<file path="src/hdl/cas_pkg.sv">
// Constants, types and register map of the compare/add/subtract unit.
// Assumes a 32-bit APB master on the same clock as the unit.
package cas_pkg;
    // Register byte offsets
    localparam logic [11:0] ADDR_CTRL = 12'h000;
    localparam logic [11:0] ADDR_ACC = 12'h004;
    localparam logic [11:0] ADDR_STACK = 12'h008;
    localparam logic [11:0] ADDR_OPND = 12'h00c;
    localparam logic [11:0] ADDR_STAT = 12'h010;
    // Control register fields
    localparam int OP_LSB = 0;
    localparam int OP_MSB = 3;
    localparam int PTR_SEL_BIT = 4;
    localparam int PTR_BAD_BIT = 5;
    localparam int BUSY_BIT = 8;
    localparam int FLAGS_W = 14;
    // Reset values
    localparam logic [31:0] WORD_RST = 32'h0000_0000;
    // BCD digit arithmetic
    localparam int DIGITS = 8;
    localparam logic [3:0] BCD_NINE = 4'h9;
    localparam logic [3:0] BCD_ADD_FIX = 4'h6;
    localparam logic [3:0] BCD_SUB_FIX = 4'ha;
    // Single precision layout
    localparam int SIGN_BIT = 31;
    localparam logic [7:0] EXP_MAX = 8'hff;
    localparam logic [8:0] EXP_TOP = 9'h0fe;
    localparam logic [8:0] EXP_ONE = 9'h001;
    localparam logic [7:0] SHIFT_MAX = 8'h18;
    localparam logic [31:0] KEY_ZERO = 32'h8000_0000;
    typedef enum logic [3:0] {
        OP_NOP = 4'h0,
        OP_STACK_COMPARE = 4'h1,
        OP_REAL_COMPARE = 4'h2,
        OP_BCD_ADD_16 = 4'h3,
        OP_BCD_ADD_32 = 4'h4,
        OP_BCD_SUBTRACT_16 = 4'h5,
        OP_BCD_SUBTRACT_32 = 4'h6,
        OP_REAL_ADD = 4'h7,
        OP_REAL_SUBTRACT = 4'h8
    } cas_op_e;
    typedef enum logic [1:0] {
        ST_IDLE = 2'b00,
        ST_EXEC = 2'b01,
        ST_NORM = 2'b10
    } cas_state_e;
    typedef struct packed {
        logic less_than_flag;
        logic equal_flag;
        logic greater_than_flag;
        logic zero_flag;
        logic negative_flag;
        logic carry16_flag;
        logic carry32_flag;
        logic borrow16_flag;
        logic borrow32_flag;
        logic invalid_pointer_flag;
        logic invalid_real_flag;
        logic sign_error_flag;
        logic underflow_flag;
        logic non_bcd_flag;
    } cas_flags_s;
endpackage

</file>
<file path="src/hdl/cas_alu.sv">
// Accumulator compare, BCD add/subtract and real add/subtract unit.
// Assumes an APB master on pclk; ce low freezes every flip-flop.
//
// Notes on behaviour
// (RULE_01) Stack compare sets flags, accumulator untouched
// (RULE_02) Greater flag when accumulator exceeds operand
// (RULE_03) Less flag when accumulator below stack
// (RULE_04) Equal flag when both values match
// (RULE_05) Flags hold until an op rewrites them
// (RULE_06) Real compare against two-word memory real
// (RULE_07) Invalid pointer flag for bad pointer operand
// (RULE_08) Four-digit BCD add into accumulator
// (RULE_09) Carry16 on 16-bit add carry out
// (RULE_10) Carry32 on 32-bit add carry out
// (RULE_11) Zero flag when result is zero
// (RULE_12) Negative flag when result is negative
// (RULE_13) Non-BCD flag on bad operand digit
// (RULE_14) Eight-digit BCD add into accumulator
// (RULE_15) Real add/subtract on IEEE operands
// (RULE_16) Invalid real flag for non-float accumulator
// (RULE_17) Sign error flag on wrong result sign
// (RULE_18) Underflow flag on float underflow
// (RULE_19) Four-digit BCD subtract from accumulator
// (RULE_20) Borrow16 on 16-bit subtract borrow
// (RULE_21) Borrow32 on 32-bit subtract borrow
// (RULE_22) Eight-digit BCD subtract from accumulator
// (RULE_23) Compare sets exactly one of three flags
//
// The implementer's own choices: the address map and register access over APB.
`timescale 1ns/1ps
`default_nettype none
module cas_alu (
    input wire logic pclk,
    input wire logic presetn,
    input wire logic ce,
    input wire logic psel,
    input wire logic penable,
    input wire logic pwrite,
    input wire logic [11:0] paddr,
    input wire logic [31:0] pwdata,
    output logic [31:0] prdata,
    output logic pready,
    output logic pslverr,
    output var cas_pkg::cas_flags_s status_flags,
    output logic busy
);
    cas_pkg::cas_state_e state_reg;
    cas_pkg::cas_op_e op_reg;
    cas_pkg::cas_flags_s flags_reg;
    logic [31:0] acc_reg, stack_reg, opnd_reg, prdata_reg, rd_mux;
    logic cap_reg, err_reg, ptr_sel_reg, ptr_bad_reg, hit, bad;
    logic xfer, wr, start, op_ok, is_real, is_bcd, is_sub, is16;
    logic [24:0] fsum_reg;
    logic [8:0] fexp_reg;
    logic fsign_reg;

    ////////////////////////////////////////////////////////////////
    // APB slave: capture in setup, answer in access (zero wait)
    assign xfer = ce & psel & penable & cap_reg;
    assign pready = xfer;
    assign pslverr = xfer & err_reg;
    assign prdata = prdata_reg;
    assign wr = xfer & pwrite & ~err_reg;
    assign busy = (state_reg != cas_pkg::ST_IDLE);
    assign status_flags = flags_reg;
    assign op_ok = (pwdata[cas_pkg::OP_MSB:cas_pkg::OP_LSB] != cas_pkg::OP_NOP)
        && (pwdata[cas_pkg::OP_MSB:cas_pkg::OP_LSB] <= cas_pkg::OP_REAL_SUBTRACT);
    assign start = wr && (paddr == cas_pkg::ADDR_CTRL) && op_ok;

    // Read mux; writes while busy are refused so the op sees fixed inputs
    always_comb begin
        rd_mux = cas_pkg::WORD_RST;
        hit = 1'b1;
        case (paddr)
            cas_pkg::ADDR_CTRL: begin
                rd_mux[cas_pkg::OP_MSB:cas_pkg::OP_LSB] = op_reg;
                rd_mux[cas_pkg::PTR_SEL_BIT] = ptr_sel_reg;
                rd_mux[cas_pkg::PTR_BAD_BIT] = ptr_bad_reg;
                rd_mux[cas_pkg::BUSY_BIT] = busy;
            end
            cas_pkg::ADDR_ACC: rd_mux = acc_reg;
            cas_pkg::ADDR_STACK: rd_mux = stack_reg;
            cas_pkg::ADDR_OPND: rd_mux = opnd_reg;
            cas_pkg::ADDR_STAT: rd_mux[cas_pkg::FLAGS_W-1:0] = flags_reg;
            default: hit = 1'b0;
        endcase
        bad = ~hit | (pwrite & ((paddr == cas_pkg::ADDR_STAT) | busy));
    end

    // Capture read data and error once per transfer
    always_ff @(posedge pclk or negedge presetn) begin
        if (!presetn) begin
            cap_reg <= 1'b0;
            err_reg <= 1'b0;
            prdata_reg <= cas_pkg::WORD_RST;
        end else if (ce) begin
            if (xfer) begin
                cap_reg <= 1'b0;
            end else if (psel && !cap_reg) begin
                cap_reg <= 1'b1;
                err_reg <= bad;
                prdata_reg <= pwrite ? cas_pkg::WORD_RST : rd_mux;
            end
        end
    end

    // Operand and control registers written by software
    always_ff @(posedge pclk or negedge presetn) begin
        if (!presetn) begin
            stack_reg <= cas_pkg::WORD_RST;
            opnd_reg <= cas_pkg::WORD_RST;
            ptr_sel_reg <= 1'b0;
            ptr_bad_reg <= 1'b0;
            op_reg <= cas_pkg::OP_NOP;
        end else if (ce && wr) begin
            case (paddr)
                cas_pkg::ADDR_STACK: stack_reg <= pwdata;
                cas_pkg::ADDR_OPND: opnd_reg <= pwdata;
                cas_pkg::ADDR_CTRL: begin
                    ptr_sel_reg <= pwdata[cas_pkg::PTR_SEL_BIT];
                    ptr_bad_reg <= pwdata[cas_pkg::PTR_BAD_BIT];
                    if (op_ok) begin
                        op_reg <= cas_pkg::cas_op_e'(pwdata[cas_pkg::OP_MSB:cas_pkg::OP_LSB]);
                    end
                end
                default: ;
            endcase
        end
    end

    ////////////////////////////////////////////////////////////////
    // Operation decode
    assign is_real = (op_reg == cas_pkg::OP_REAL_ADD) || (op_reg == cas_pkg::OP_REAL_SUBTRACT);
    assign is_sub = (op_reg == cas_pkg::OP_BCD_SUBTRACT_16)
        || (op_reg == cas_pkg::OP_BCD_SUBTRACT_32);
    assign is16 = (op_reg == cas_pkg::OP_BCD_ADD_16) || (op_reg == cas_pkg::OP_BCD_SUBTRACT_16);
    assign is_bcd = is_sub || is16 || (op_reg == cas_pkg::OP_BCD_ADD_32);

    // BCD digit chain; 16-bit forms use the low word of each operand
    logic [31:0] bcd_a, bcd_b, bcd_res, bcd_acc;
    logic [cas_pkg::DIGITS:0] bc;
    logic [cas_pkg::DIGITS-1:0] dig_bad;
    assign bcd_a = is16 ? {16'h0000, acc_reg[15:0]} : acc_reg;
    assign bcd_b = is16 ? {16'h0000, opnd_reg[15:0]} : opnd_reg;
    assign bc[0] = 1'b0;
    genvar gi;
    generate
        for (gi = 0; gi < cas_pkg::DIGITS; gi = gi + 1) begin : g_digit
            logic [3:0] da, db;
            logic [4:0] raw;
            assign da = bcd_a[4*gi +: 4];
            assign db = bcd_b[4*gi +: 4];
            // (RULE_08) digit add or subtract
            assign raw = is_sub ? ({1'b0, da} - {1'b0, db} - {4'h0, bc[gi]})
                : ({1'b0, da} + {1'b0, db} + {4'h0, bc[gi]});
            assign bc[gi+1] = is_sub ? raw[4] : (raw > {1'b0, cas_pkg::BCD_NINE});
            assign bcd_res[4*gi +: 4] = bc[gi+1]
                ? raw[3:0] + (is_sub ? cas_pkg::BCD_SUB_FIX : cas_pkg::BCD_ADD_FIX)
                : raw[3:0];
            // (RULE_13) digit range check
            assign dig_bad[gi] = (da > cas_pkg::BCD_NINE) | (db > cas_pkg::BCD_NINE);
        end
    endgenerate
    // (RULE_19) 16-bit forms leave the upper word clear
    assign bcd_acc = is16 ? {16'h0000, bcd_res[15:0]} : bcd_res;

    ////////////////////////////////////////////////////////////////
    // Real operand checks and ordering keys for compare
    function automatic logic [31:0] cas_key(input logic [31:0] v);
        if (v[30:0] == 31'h0000_0000) begin
            cas_key = cas_pkg::KEY_ZERO;
        end else begin
            cas_key = v[cas_pkg::SIGN_BIT] ? ~v : {1'b1, v[30:0]};
        end
    endfunction
    logic acc_inv, opnd_inv, ptr_inv;
    logic [31:0] key_a, key_b, cmp_a, cmp_b;
    assign acc_inv = (acc_reg[30:23] == cas_pkg::EXP_MAX);
    assign opnd_inv = (opnd_reg[30:23] == cas_pkg::EXP_MAX);
    assign ptr_inv = ptr_sel_reg & ptr_bad_reg;
    assign key_a = cas_key(acc_reg);
    assign key_b = cas_key(opnd_reg);
    // (RULE_06) real compare orders by key, stack compare as unsigned
    assign cmp_a = (op_reg == cas_pkg::OP_REAL_COMPARE) ? key_a : acc_reg;
    assign cmp_b = (op_reg == cas_pkg::OP_REAL_COMPARE) ? key_b : stack_reg;

    // Real add alignment; subnormal inputs count as zero
    logic [7:0] ea, eb, e1, ediff;
    logic [23:0] ma, mb, m1, m2;
    logic sa, sb, s1, a_big;
    logic [24:0] align_sum;
    always_comb begin
        ea = acc_reg[30:23];
        eb = opnd_reg[30:23];
        ma = (ea == 8'h00) ? 24'h00_0000 : {1'b1, acc_reg[22:0]};
        mb = (eb == 8'h00) ? 24'h00_0000 : {1'b1, opnd_reg[22:0]};
        sa = acc_reg[cas_pkg::SIGN_BIT];
        // (RULE_15) subtract flips the operand sign
        sb = opnd_reg[cas_pkg::SIGN_BIT] ^ (op_reg == cas_pkg::OP_REAL_SUBTRACT);
        a_big = {ea, ma} >= {eb, mb};
        e1 = a_big ? ea : eb;
        m1 = a_big ? ma : mb;
        s1 = a_big ? sa : sb;
        ediff = a_big ? (ea - eb) : (eb - ea);
        m2 = (ediff > cas_pkg::SHIFT_MAX) ? 24'h00_0000 : ((a_big ? mb : ma) >> ediff);
        align_sum = (sa == sb) ? ({1'b0, m1} + {1'b0, m2}) : ({1'b0, m1} - {1'b0, m2});
    end

    // Normalise step: one bit per cycle; ends on zero, range or hidden bit
    logic n_done, n_uf, n_ovf;
    logic [31:0] n_acc;
    always_comb begin
        n_done = 1'b0;
        n_uf = 1'b0;
        n_ovf = 1'b0;
        n_acc = {fsign_reg, fexp_reg[7:0], fsum_reg[22:0]};
        if (fsum_reg == 25'h000_0000) begin
            n_done = 1'b1;
            n_acc = cas_pkg::WORD_RST;
        end else if (fsum_reg[24]) begin
            if (fexp_reg >= cas_pkg::EXP_TOP) begin
                n_done = 1'b1;
                n_ovf = 1'b1;
                n_acc = {fsign_reg, cas_pkg::EXP_MAX, 23'h00_0000};
            end
        end else if (!fsum_reg[23]) begin
            if (fexp_reg <= cas_pkg::EXP_ONE) begin
                n_done = 1'b1;
                n_uf = 1'b1;
                n_acc = cas_pkg::WORD_RST;
            end
        end else begin
            n_done = 1'b1;
        end
    end

    ////////////////////////////////////////////////////////////////
    // Sequencer: real ops with valid inputs go through normalisation
    always_ff @(posedge pclk or negedge presetn) begin
        if (!presetn) begin
            state_reg <= cas_pkg::ST_IDLE;
        end else if (ce) begin
            case (state_reg)
                cas_pkg::ST_IDLE: if (start) state_reg <= cas_pkg::ST_EXEC;
                cas_pkg::ST_EXEC: begin
                    state_reg <= (is_real && !acc_inv && !opnd_inv)
                        ? cas_pkg::ST_NORM : cas_pkg::ST_IDLE;
                end
                cas_pkg::ST_NORM: if (n_done) state_reg <= cas_pkg::ST_IDLE;
                default: state_reg <= cas_pkg::ST_IDLE;
            endcase
        end
    end

    // Working mantissa and exponent of the real adder
    always_ff @(posedge pclk or negedge presetn) begin
        if (!presetn) begin
            fsum_reg <= 25'h000_0000;
            fexp_reg <= 9'h000;
            fsign_reg <= 1'b0;
        end else if (ce) begin
            if (state_reg == cas_pkg::ST_EXEC) begin
                fsum_reg <= align_sum;
                fexp_reg <= {1'b0, e1};
                fsign_reg <= s1;
            end else if (state_reg == cas_pkg::ST_NORM && !n_done) begin
                fsum_reg <= fsum_reg[24] ? {1'b0, fsum_reg[24:1]} : {fsum_reg[23:0], 1'b0};
                fexp_reg <= fsum_reg[24] ? fexp_reg + 9'h001 : fexp_reg - 9'h001;
            end
        end
    end

    // (RULE_01) Accumulator: software writes when idle, results when busy; compares leave it
    always_ff @(posedge pclk or negedge presetn) begin
        if (!presetn) begin
            acc_reg <= cas_pkg::WORD_RST;
        end else if (ce) begin
            if (wr && paddr == cas_pkg::ADDR_ACC) begin
                acc_reg <= pwdata;
            end else if (state_reg == cas_pkg::ST_EXEC && is_bcd) begin
                // (RULE_14) (RULE_22) BCD sum or difference lands in accumulator
                acc_reg <= bcd_acc;
            end else if (state_reg == cas_pkg::ST_NORM && n_done) begin
                // (RULE_15) packed real result
                acc_reg <= n_acc;
            end
        end
    end

    // (RULE_05) Flags: each op rewrites only its own group, others hold
    always_ff @(posedge pclk or negedge presetn) begin
        if (!presetn) begin
            flags_reg <= '0;
        end else if (ce) begin
            if (state_reg == cas_pkg::ST_EXEC) begin
                if (op_reg == cas_pkg::OP_STACK_COMPARE || op_reg == cas_pkg::OP_REAL_COMPARE) begin
                    // (RULE_23) exactly one compare flag
                    // (RULE_03) less than operand
                    flags_reg.less_than_flag <= cmp_a < cmp_b;
                    // (RULE_04) equal to operand
                    flags_reg.equal_flag <= cmp_a == cmp_b;
                    // (RULE_02) greater than operand
                    flags_reg.greater_than_flag <= cmp_a > cmp_b;
                end
                if (op_reg != cas_pkg::OP_STACK_COMPARE) begin
                    // (RULE_07) pointer operand check
                    flags_reg.invalid_pointer_flag <= ptr_inv;
                end
                if (is_real || op_reg == cas_pkg::OP_REAL_COMPARE) begin
                    // (RULE_16) non-float accumulator or operand
                    flags_reg.invalid_real_flag <= acc_inv | opnd_inv;
                end
                if (is_bcd) begin
                    // (RULE_11) zero and negative follow the new accumulator
                    flags_reg.zero_flag <= bcd_acc == cas_pkg::WORD_RST;
                    flags_reg.negative_flag <= bcd_acc[cas_pkg::SIGN_BIT];
                    flags_reg.non_bcd_flag <= |dig_bad;
                    // (RULE_09) (RULE_10) carry out of digit four or eight
                    flags_reg.carry16_flag <= !is_sub && is16 && bc[4];
                    flags_reg.carry32_flag <= !is_sub && !is16 && bc[8];
                    // (RULE_20) (RULE_21) borrow out of digit four or eight
                    flags_reg.borrow16_flag <= is_sub && is16 && bc[4];
                    flags_reg.borrow32_flag <= is_sub && !is16 && bc[8];
                end
            end else if (state_reg == cas_pkg::ST_NORM && n_done) begin
                // (RULE_12) real zero and sign, (RULE_18) underflow
                flags_reg.zero_flag <= n_acc[30:0] == 31'h0000_0000;
                flags_reg.negative_flag <= n_acc[cas_pkg::SIGN_BIT];
                flags_reg.underflow_flag <= n_uf;
                // (RULE_17) sign error marks range overflow; result saturates to infinity
                flags_reg.sign_error_flag <= n_ovf;
            end
        end
    end

    ////////////////////////////////////////////////////////////////
    // Checks
    logic exec;
    assign exec = ce && state_reg == cas_pkg::ST_EXEC;

    a_cmp_onehot: assert property (@(posedge pclk) disable iff (!presetn) // RULE_23
        (exec && (op_reg == cas_pkg::OP_STACK_COMPARE || op_reg == cas_pkg::OP_REAL_COMPARE))
        |=> $onehot({flags_reg.less_than_flag, flags_reg.equal_flag,
        flags_reg.greater_than_flag}))
        else $error("compare flags not one-hot");

    a_stack_acc_keep: assert property (@(posedge pclk) disable iff (!presetn) // RULE_01
        (exec && op_reg == cas_pkg::OP_STACK_COMPARE) |=> $stable(acc_reg) && !busy)
        else $error("stack compare changed accumulator");

    a_gt_flag: assert property (@(posedge pclk) disable iff (!presetn) // RULE_02
        (exec && op_reg == cas_pkg::OP_STACK_COMPARE)
        |=> flags_reg.greater_than_flag == ($past(acc_reg) > $past(stack_reg)))
        else $error("greater flag wrong");

    a_lt_flag: assert property (@(posedge pclk) disable iff (!presetn) // RULE_03
        (exec && op_reg == cas_pkg::OP_STACK_COMPARE && acc_reg < stack_reg)
        |=> flags_reg.less_than_flag && !flags_reg.greater_than_flag)
        else $error("less flag wrong");

    a_eq_real: assert property (@(posedge pclk) disable iff (!presetn) // RULE_04
        (exec && op_reg == cas_pkg::OP_REAL_COMPARE && acc_reg == opnd_reg)
        |=> flags_reg.equal_flag)
        else $error("equal flag missed");

    a_flag_hold: assert property (@(posedge pclk) disable iff (!presetn) // RULE_05
        (exec && is_bcd) |=> $stable({flags_reg.less_than_flag, flags_reg.equal_flag,
        flags_reg.greater_than_flag, flags_reg.underflow_flag}))
        else $error("unrelated flag overwritten");

    a_ptr_flag: assert property (@(posedge pclk) disable iff (!presetn) // RULE_07
        (exec && is_bcd && ptr_sel_reg && ptr_bad_reg) |=> flags_reg.invalid_pointer_flag)
        else $error("invalid pointer flag missed");

    a_carry16_wrap: assert property (@(posedge pclk) disable iff (!presetn) // RULE_09
        (exec && op_reg == cas_pkg::OP_BCD_ADD_16 && acc_reg[15:0] == 16'h9999
        && opnd_reg[15:0] == 16'h0001)
        |=> flags_reg.carry16_flag && flags_reg.zero_flag && acc_reg == 32'h0000_0000)
        else $error("16-bit BCD carry wrong");

    a_borrow32_wrap: assert property (@(posedge pclk) disable iff (!presetn) // RULE_21
        (exec && op_reg == cas_pkg::OP_BCD_SUBTRACT_32 && acc_reg == 32'h0000_0000
        && opnd_reg == 32'h0000_0001)
        |=> flags_reg.borrow32_flag && acc_reg == 32'h9999_9999 && flags_reg.negative_flag)
        else $error("32-bit BCD borrow wrong");

    a_nonbcd_digit: assert property (@(posedge pclk) disable iff (!presetn) // RULE_13
        (exec && is_bcd && acc_reg[3:0] > 4'h9) |=> flags_reg.non_bcd_flag)
        else $error("non-BCD flag missed");
endmodule
`default_nettype wire

</file>
<file path="config.mk">
export PLATFORM = sky130hd
export DESIGN_NAME = cas_alu
export DESIGN_NICKNAME = d
export VERILOG_FILES = /design/src/hdl/cas_pkg.sv /design/src/hdl/cas_alu.sv
export SDC_FILE = /design/constraint.sdc
export NUM_CORES = 1
export LEC_CHECK = 0
export BUFFER_PORTS_ARGS = -buffer_cell sky130_fd_sc_hd__buf_2
export CAP_MARGIN = 15
export CORE_AREA = 2 2 267 190
export DETAILED_ROUTE_END_ITERATION = 8
export DIE_AREA = 0 0 269 192
export MAX_ROUTING_LAYER = met4
export SLEW_MARGIN = 20
export SYNTH_ARGS = -nofsm -noshare
export SYNTH_HDL_FRONTEND = slang
export SYNTH_SLANG_ARGS = --single-unit
</file>
<file path="constraint.sdc">
create_clock -name pclk -period 22.3 [get_ports pclk]
set_clock_uncertainty 0.1 [all_clocks]
set_input_delay 1.115 -clock pclk [delete_from_list [all_inputs] [get_ports pclk]]
set_output_delay 1.115 -clock pclk [all_outputs]
set_load 0.1 [all_outputs]
</file>
**Word level (Yosys, flattened, before mapping)**

Cells that the tools add are included.

- Bits in registers: 187
- Input bits: 50
- Output and inout bits: 49
- Logic and storage cells: 299

- Add/subtract/negate cells: 44
- Order comparisons: 31
- Eq/ne operators: 22
- Shift-type cells: 1
- Mux-type cells: 83
- Bitwise operators: 26
- Reduce and logical (&&, ||, !) cells: 65

Operators with widths:

| cell | count |
|---|---|
| $mux 32 | 17 |
| $mux 24 | 5 |
| $mux 25 | 4 |
| $logic_not 31->1 | 3 |
| $gt 4x4->1 const B | 16 |
| $not 32->32 | 2 |
| $pmux 18 s3 | 1 |
| $add 4x4->5 | 8 |
| $gt 5x4->1 const B | 8 |
| $mux 5 | 8 |
| $sub 4x4->5 | 8 |
| $mux 4 | 9 |
| $add 5x1->5 | 7 |
| $sub 5x1->5 | 7 |
| $add 4x4->4 | 8 |
| $eq 32x32->1 | 1 |
| $ge 32x32->1 | 1 |
| $gt 32x32->1 | 1 |
| $logic_not 32->1 | 1 |
| $lt 32x32->1 | 1 |
| $mux 31 | 1 |
| $pmux 6 s5 | 1 |
| $mux 9 | 3 |
| $reduce_and 3->1 | 9 |
| other kinds (48) | 142 |

**Logic depth before layout (Yosys ltp)**

Gate-level depths: netlist of run 1.

- Depth in word-level cells: 40
- Gate-level depth with buffers: 88

**Least setup slack after synthesis of run 1**

No wires, ideal clock.

- Kind: register to register
- Start point: register op_reg[0]
- End point: register flags_reg (netlist bit status_flags[10])
- Setup time: 0.082 ns
- Arrival time: 16.788 ns
- Required time: 22.118 ns
- Path slack: 5.330 ns
- Stages on the path, launching flop included: 83
- Buffers on the path: 6
- Clock period less this slack: 16.970 ns
- Cell sequence: dfrtp_1 > buf_2 > xnor2_1 > nor2_1 > inv_1 > buf_1 > clkbuf_1 > buf_1 > clkbuf_1 > a21oi_1 > fa_1 > a21o_1 > a21oi_1 > mux2i_1 > o22ai_1 > inv_1 > fa_1 > inv_1 > [47 not listed] > nand2_1 > a211oi_1 > a21o_1 > clkbuf_1 > fa_1 > inv_1 > fa_1 > o21ai_0 > o21ai_0 > xnor2_1 > o21a_1 > nor3_1 > mux2_2 > o21ai_0 > nor3_1 > nor4_1 > nand4_1 > a31oi_1

- Word-level cells in the longest chain between the ends: 38

Ends and longest elaborated chain:

| element | RTL line | RTL |
|---|---|---|
| from (decl) | cas_alu.sv:48 | `cas_pkg::cas_op_e op_reg;` |
| from (signal assigned) | cas_alu.sv:114 | `op_reg <= cas_pkg::OP_NOP;` |
| from (signal assigned) | cas_alu.sv:123 | `op_reg <= cas_pkg::cas_op_e'(pwdata[cas_pkg::OP_MSB:cas_pkg::OP_LSB]);` |
| $eq 4x3->1 (on tied branches) | cas_alu.sv:134, cas_alu.sv:136, cas_alu.sv:135 |  |
| $logic_or 1x1->1 | cas_alu.sv:135 | `\|\| (op_reg == cas_pkg::OP_BCD_SUBTRACT_32);` |
| $mux 5 | cas_alu.sv:154 | `assign raw = is_sub ? ({1'b0, da} - {1'b0, db} - {4'h0, bc[gi]})` |
| $gt 5x4->1 | cas_alu.sv:156 | `assign bc[gi+1] = is_sub ? raw[4] : (raw > {1'b0, cas_pkg::BCD_NINE});` |
| $mux 1 | cas_alu.sv:156 |  |
| $add 5x1->5 or $sub 5x1->5 (tied branches) | cas_alu.sv:155, cas_alu.sv:154 |  |
| $mux 5 | cas_alu.sv:154 |  |
| $gt 5x4->1 | cas_alu.sv:156 |  |
| [22 not listed] | n/a |  |
| $mux 5 | cas_alu.sv:154 |  |
| $gt 5x4->1 | cas_alu.sv:156 |  |
| $mux 1 | cas_alu.sv:156 |  |
| $mux 4 | cas_alu.sv:158 | `? raw[3:0] + (is_sub ? cas_pkg::BCD_SUB_FIX : cas_pkg::BCD_ADD_FIX)` |
| $mux 32 | cas_alu.sv:165 | `assign bcd_acc = is16 ? {16'h0000, bcd_res[15:0]} : bcd_res;` |
| $logic_not 32->1 | cas_alu.sv:315 | `flags_reg.zero_flag <= bcd_acc == cas_pkg::WORD_RST;` |
| $mux 6 | cas_alu.sv:313 | `if (is_bcd) begin` |
| $mux 2 | cas_alu.sv:295 | `if (state_reg == cas_pkg::ST_EXEC) begin` |
| to (decl) | cas_alu.sv:49 | `cas_pkg::cas_flags_s flags_reg;` |

Parallel ways exist; a longest one is shown, timed or not. The select of a mux whose other input is x is not followed.
A chain may end at the register's enable or synchronous reset.

**Final worst setup path of run 1**

Ends and elaborated chain as after synthesis.

==> metrics.csv, run 1 <==
stage,metric,value,unit
routing,ant_nets,0,
clock_network,cts.sinks,187,
critical_path,r2r_end,status_flags[10]$_DFFE_PN0P_,
critical_path,r2r-start,op_reg[0]$_DFFE_PN0P_,
yosys,synth.distinct_cells,107,
floorplan,io_pins,99,
routing,route.detailed.drc,0,
clock_network,clock_tree.buffer_depth,2,
critical_path,cpMaxStageDelayCell,dfrtp_1,
timing,worst_pin_slew,1140,ps
timing,period_share,0.819,
critical_path,cpMostUsedCell,fa_1,
timing,fmax,0.0548,GHz
critical_path,crit_required,22610,ps
critical_path,arrival,18570,ps
critical_path,crit_family,compound AO/OA/AOI/OAI gates,
routing,dr.pass1.iters,5,
min_path,hold_depth,2,
place,gp_congestion,1.03,
cells_and_area,num-fill-cells,4850,
routing,routed_wl,96.6,mm
critical_path,ff2ff_path_depth,79,
routing,vias_per_cell,6.46,
min_path,hold_path.class,reg -> reg,
status,status,finished clean,
yosys,syn_avg_cell_area,7.93,sq um
floorplan,coreArea,48900,sq um
global_route,grt_pass1_vias,20700,
floorplan,die_h,192,microns
critical_path,path_buf_inv,16,
critical_path,end_kind,flop,
min_path,min_to,prdata[10]$_DFFE_PN0P_,
routing,vias,22100,
yosys,synth_cells,2761,
yosys,synth_top_family_by_area,compound AO/OA/AOI/OAI gates,
timing,maxSlewHeadroom,0.240,
yosys,synth-main-ff-cell,dfrtp_1,
pwr,p_per_area,31.9,nW/um^2
run,maxCapViolCount,0,
global_route,track_usage,0.387,
pwr,p_leak,0.0108,uW
global_route,grt_pass1_wl,142,mm
clock_network,ctsResizeCount,0,
clock_network,ctsHoldBuffers,0,
timing,finalSetupTns,0,ps
clock_network,clk_latency,500,ps
yosys,netlist_top_cells_area,"dfrtp_1, ha_1, mux2_2",
timing,final-hold-violation-count,0,
yosys,synth_seq_area_share,0.214,
critical_path,criticalPathCategory,reg -> reg,
cells_and_area,mostFrequentLayoutCells,"nand2_1, nor2_1, o21ai_0",
cells_and_area,final_nets,2989,
timing,setup_viol,0,
critical_path,critPathMaxStageDelay,500,ps
place,dp_hpwl,72.6,mm
routing,wire_per_inst,28.2,microns
yosys,synth_compound_area_frac,0.224,
pwr,irDropWorstVdd,46.7,uV
yosys,yosysWarningCount,0,
cells_and_area,drive_above_1_share,0.144,
clock_network,cts_tree,built,
floorplan,dieArea,51600,sq um
yosys,synth-xor-area-share,0.0688,
yosys,synth_area,21900,sq um
yosys,synth_area_leader_cell,dfrtp_1,
yosys,synth_mux_area_frac,0.111,
yosys,synth_seq_cells,187,
yosys,ys_async_sr_fraction,1.00,
global_route,overflow,0,
clock_network,numCtsBuffers,17,
min_path,worstHoldStart,prdata[10]$_DFFE_PN0P_,
timing,rsz0062_at_grt,false,
cells_and_area,syn2layout_area_growth,7.63,%
floorplan,start_util,0.448,
yosys,synth_fa_ha_area_frac,0.126,
clock_network,post_cts_buffers,0,
global_route,grt_antenna_before_repair,5,
yosys,syn_nets,3012,
timing,hold_slack,383,ps
global_route,grt_max_degree,78,
critical_path,start_kind,flop,
floorplan,die_w,269,microns
routing,drt_iter0_markers,3145,
yosys,synth-edff-count,0,
yosys,synth-simple-area-share,0.192,
timing,fin_crit,18260,ps
yosys,netlist.area_leader.share,0.214,
clock_network,clkTransAtPathRegs,100,ps
critical_path,rrSetupSlack,4040,ps
clock_network,clock_tree.root_cell,clkbuf_16,
floorplan,num_rows,68,
clock_network,h-tree-depth,4,
cells_and_area,layout_commonest_cell,nand2_1,
place,port_buffers,98,
critical_path,crit_fanout,40,
timing,slew_viol_final,0,
## cell usage after synthesis (8+ instances only)
library cell    n
a22o_1         10
mux2_2        115
a22oi_1        50
dfrtp_1       187
a311oi_1       12
nor3_1         67
fa_1           33
buf_4          15
a222oi_1        8
clkbuf_1      146
and3_1         10
a211o_1         9
nand4_1        33
buf_1          21
o211ai_1       27
or2_2          12
or3_1          17
nor2_1        258
mux4_2          8
mux2i_1        94
o31ai_1        12
a221oi_1       16
o311ai_0        8
nand2_1       305
a21o_1         16
and2_1         32
a31oi_1        19
a221o_1         8
o21a_1         13
xor2_1         75
a21boi_0       11
a2111oi_0      10
o21ai_0       220
nor2b_1        23
o21bai_1        8
a21oi_1       166
nand2b_1       32
buf_2          19
xnor2_1        97
a211oi_1       24
inv_1         131
nand3b_1        9
ha_1          168
nor4_1         32
nand3_1        42
## power breakdown
| group | total, uW | internal (uW) | switching (uW) |
|---|---|---|---|
| registers | 340 | 339 | 0.388 |
| clock network | 345 | 165 | 180 |
| logic | 67.8 | 20.7 | 47.1 |
| total | 752 | 525 | 228 |
## stage by stage
stage | power [uW] | instances | worst slack (ps) | area (sq um) | utilization
2_1_floorplan | 381 | 2761 | 5330 | 21900 | -
6_report | 752 | 3420 | 4040 | 23600 | 0.482
4_1_cts | 754 | 3416 | 4250 | 23600 | 0.482
3_3_place_gp | 411 | 3384 | 4590 | 22900 | 0.468
3_5_place_dp | 412 | 3384 | 4330 | 22900 | 0.468
5_1_grt | 772 | 3419 | 2590 | 23600 | 0.482
## worst max path at each step
| stage | from | endpoint | slack [ps] | cells after the start |
|---|---|---|---|---|
| 2_1_floorplan | op_reg[0]$_DFFE_PN0P_ | status_flags[10]$_DFFE_PN0P_ | 5330 | 82 |
| 3_3_place_gp | op_reg[1]$_DFFE_PN0P_ | status_flags[10]$_DFFE_PN0P_ | 4590 | 79 |
| 3_5_place_dp | op_reg[0]$_DFFE_PN0P_ | status_flags[10]$_DFFE_PN0P_ | 4330 | 79 |
| 4_1_cts | op_reg[0]$_DFFE_PN0P_ | status_flags[10]$_DFFE_PN0P_ | 4250 | 79 |
| 5_1_grt | op_reg[3]$_DFFE_PN0P_ | status_flags[10]$_DFFE_PN0P_ | 2590 | 78 |
| 6_report | op_reg[0]$_DFFE_PN0P_ | status_flags[10]$_DFFE_PN0P_ | 4040 | 79 |
## kinds of logic (layout without fill, tap and decap cells)
logic type,count (synthesis),in the layout
flops,187,187
fa+ha+maj,201,201
mux,218,218
buf+inv,344,334
xor+xnor,172,172
compound gates,736,736
other cells,0,4
simple gates,903,903
## final cells by class
cell class                 count  area (sq um)  share of cell area
multi-input combinational   2230         15900               0.673
tap                          665           832              0.0353
clock buffer                  17           425              0.0180
timing repair buffer         168          1020              0.0435
sequential                   187          4680               0.199
inverter                     134           503              0.0213
antenna                        4          10.0            0.000425
clock inverter                15           224             0.00950
## worst reg2reg max path, delay by kind of cell, from the launching register on
family	cells	cell delay, ps
AOI/OAI and AO/OA	25	5710
xor gates and xnor gates	5	990
adders and majority gates	15	5320
buffers and inverters	16	2280
DFF	1	500
muxes	4	1080
and+or+nand+nor	14	2180
## layer usage
metal	vias up	part of all wire	global-route usage
met5	-	0	-
met4	0	0.026	0.0979
met3	151	0.11	0.0899
met2	1258	0.41	0.541
met1	10900	0.45	0.557
li1	9823	-	-
(Power assumes the default switching activity.)
==> inputs of run 2 (changes only) <==
==> constraint.sdc (replaced) <==
create_clock -name pclk -period 16 [get_ports pclk]
set_clock_uncertainty 0.1 [all_clocks]
set_input_delay 0.8 -clock pclk [delete_from_list [all_inputs] [get_ports pclk]]
set_output_delay 0.8 -clock pclk [all_outputs]
set_load 0.1 [all_outputs]
==> run 2 against run 1 <==
  * Worst setup slack worse by 3300 ps
  * First-iteration DRC count is 10% lower
  * Sequential power rose by 39%
  * Via count grew 0.65%
  * Power increased by 38%
  * Cell count grew 0.53%
  * Count of clock-buffer cells in the layout increased by 1
  * Die area did not move
  * Hold slack got worse by 160 ps
  * Flip-flop and latch count is the same
  * Register-to-register slack worse by 3300 ps
==> metrics.csv, run 2 (synthesis gave the netlist of run 1 again) <==
stage,metric,value,unit,change
status,status,finished clean,,
pwr,pwr-share-seq,0.456,,+0.005
place,port_buffers,98,,unchanged
routing,ant_nets,0,,unchanged
clock_network,numCtsBuffers,17,,unchanged
critical_path,crit_family,adder cells,,
cells_and_area,syn2layout_area_growth,8.71,%,
floorplan,io_pins,99,,unchanged
clock_network,clk_latency,490,ps,about the same
global_route,overflow,0,,unchanged
run,maxCapViolCount,0,,unchanged
critical_path,cpMostUsedCell,fa_1,,
clock_network,clock_tree.buffer_depth,2,,unchanged
pwr,clkPwrFrac,0.454,,-0.005
global_route,track_usage,0.373,,-0.0143
timing,finalSetupTns,0,ps,unchanged
timing,maxSlewHeadroom,0.160,,-0.0798
critical_path,critPathMaxStageDelay,450,ps,-50 ps
critical_path,start_kind,flop,,
clock_network,ctsHoldBuffers,0,,unchanged
timing,final-hold-violation-count,0,,unchanged
critical_path,ff2ff_path_depth,75,,-5.1%
critical_path,rrSetupSlack,700,ps,-3340 ps
routing,drt_iter0_markers,2831,,-10%
routing,vias_per_cell,6.47,,+0.12%
critical_path,arrival,15610,ps,-2960 ps
routing,dr.pass1.iters,6,,+1
clock_network,clkTransAtPathRegs,90,ps,about the same
pwr,power_frac_comb,0.090,,about the same
pwr,irDropWorstVdd,44.3,uV,-5.1%
critical_path,path_buf_inv,15,,-1
critical_path,crit_required,16310,ps,-6300 ps
routing,wire_per_inst,27.2,microns,-3.8%
routing,routed_wl,93.4,mm,-3.3%
place,place_area,23000,sq um,+0.28%
timing,fmax,0.0654,GHz,+19%
pwr,internal_power,720,uW,+37%
routing,vias,22200,,+0.65%
timing,worst_pin_slew,1250,ps,+111 ps
global_route,grt_antenna_before_repair,3,,-2
timing,slew_viol_final,0,,unchanged
pwr,switchingPower,317,uW,+39%
critical_path,crit_fanout,4,,-90%
floorplan,num_rows,68,,unchanged
critical_path,cpMaxStageDelayCell,fa_1,,
cells_and_area,drive_above_1_share,0.163,,+0.0192
timing,setup_viol,0,,unchanged
clock_network,cts.sinks,187,,unchanged
critical_path,critical_path_cell_count,75,,-5.1%
place,gp_congestion,1.07,,+3.1%
clock_network,clock_tree.root_cell,clkbuf_16,,
pwr,switching_share,0.306,,+0.00285
cells_and_area,mostFrequentLayoutCells,"nand2_1, nor2_1, o21ai_0",,
timing,period_share,0.956,,+0.137
critical_path,end_kind,flop,,
critical_path,criticalPathCategory,reg -> reg,,
global_route,grt_pass1_vias,20400,,-1.3%
floorplan,start_util,0.448,,unchanged
cells_and_area,final_nets,3009,,+0.67%
min_path,hold_path.class,in -> async,,
cells_and_area,design_area,23800,sq um,+1.0%
floorplan,die_h,192,microns,unchanged
clock_network,h-tree-depth,4,,unchanged
clock_network,cts_tree,built,,
pwr,p_per_area,43.6,nW/um^2,+36%
timing,fin_crit,15300,ps,-2960 ps
place,dp_hpwl,70.9,mm,-2.3%
floorplan,die_w,269,microns,unchanged
routing,route.detailed.drc,0,,unchanged
pwr,p_leak,0.0109,uW,+0.66%
floorplan,coreArea,48900,sq um,unchanged
global_route,grt_pass1_wl,138,mm,-2.8%
cells_and_area,layout_commonest_cell,nand2_1,,
global_route,grt_max_degree,71,,-9.0%
floorplan,dieArea,51600,sq um,unchanged
run 2: cell count changes in the layout (fill, tap and decap cells not counted), sizes merged:
cell,delta
bufinv,-1
buf,+20
clkbuf,+1
clkinv,-2
diode,-2
inv,+2
run 2: per-stage QoR:
stage | utilization | std cells | total power (uW) | hold WS (ps) | worst slack (ps)
finish | 0.487 | 3438 | 1040 | 224 | 701
global placement | 0.470 | 3390 | 572 | 362 | -25.3
CTS | 0.483 | 3422 | 1040 | 223 | 43.1
floorplan | - | 2761 | 532 | 349 | 19.6
detailed placement | 0.470 | 3390 | 573 | 369 | -288
global route | 0.487 | 3438 | 1070 | 250 | -132
run 2: repair_timing:
action / 4_1_cts / 5_1_grt
cloned: 0 / 0
setup endpoints to repair: 2 / 5
pin swaps: 1 / 23
buffers inserted: 0 / 14
resized for setup: 5 / 39
run 2: per-layer routing:
metal | track usage | share of wire | vias to the layer above
met5 | - | 0 | -
met3 | 0.0824 | 0.11 | 136
met1 | 0.541 | 0.46 | 11000
li1 | - | - | 9879
met2 | 0.507 | 0.40 | 1232
met4 | 0.121 | 0.032 | 0
run 2: power by group through the flow:
stage	Combinational (uW)	Sequential (uW)	Clock, uW
floorplan	49.1	483	0
global placement	89.9	483	0
detailed placement	90.8	483	0
CTS	91.3	473	475
global route	100	473	492
finish	93.6	473	470
run 2: path summary, 6_finish.rpt:
| check | start | to |
|---|---|---|
| min in group pclk | prdata[28]$_DFFE_PN0P_ | prdata[28]$_DFFE_PN0P_ |
| max reg2reg | op_reg[1]$_DFFE_PN0P_ | status_flags[10]$_DFFE_PN0P_ |
| max in group asynchronous | presetn | opnd_reg[31]$_DFFE_PN0P_ |
| min reg2reg | prdata[28]$_DFFE_PN0P_ | prdata[28]$_DFFE_PN0P_ |
| max | op_reg[1]$_DFFE_PN0P_ | status_flags[10]$_DFFE_PN0P_ |
| min | presetn | prdata[16]$_DFFE_PN0P_ |
run 2: cell type report:
class,instances,area [sq um]
clock inverter,14,184
antenna,2,5.00
inverter,134,503
clock buffer,18,439
timing repair buffer,188,1170
multi-input combinational,2230,16000
sequential,187,4680
fill,4823,25100
tap,665,832
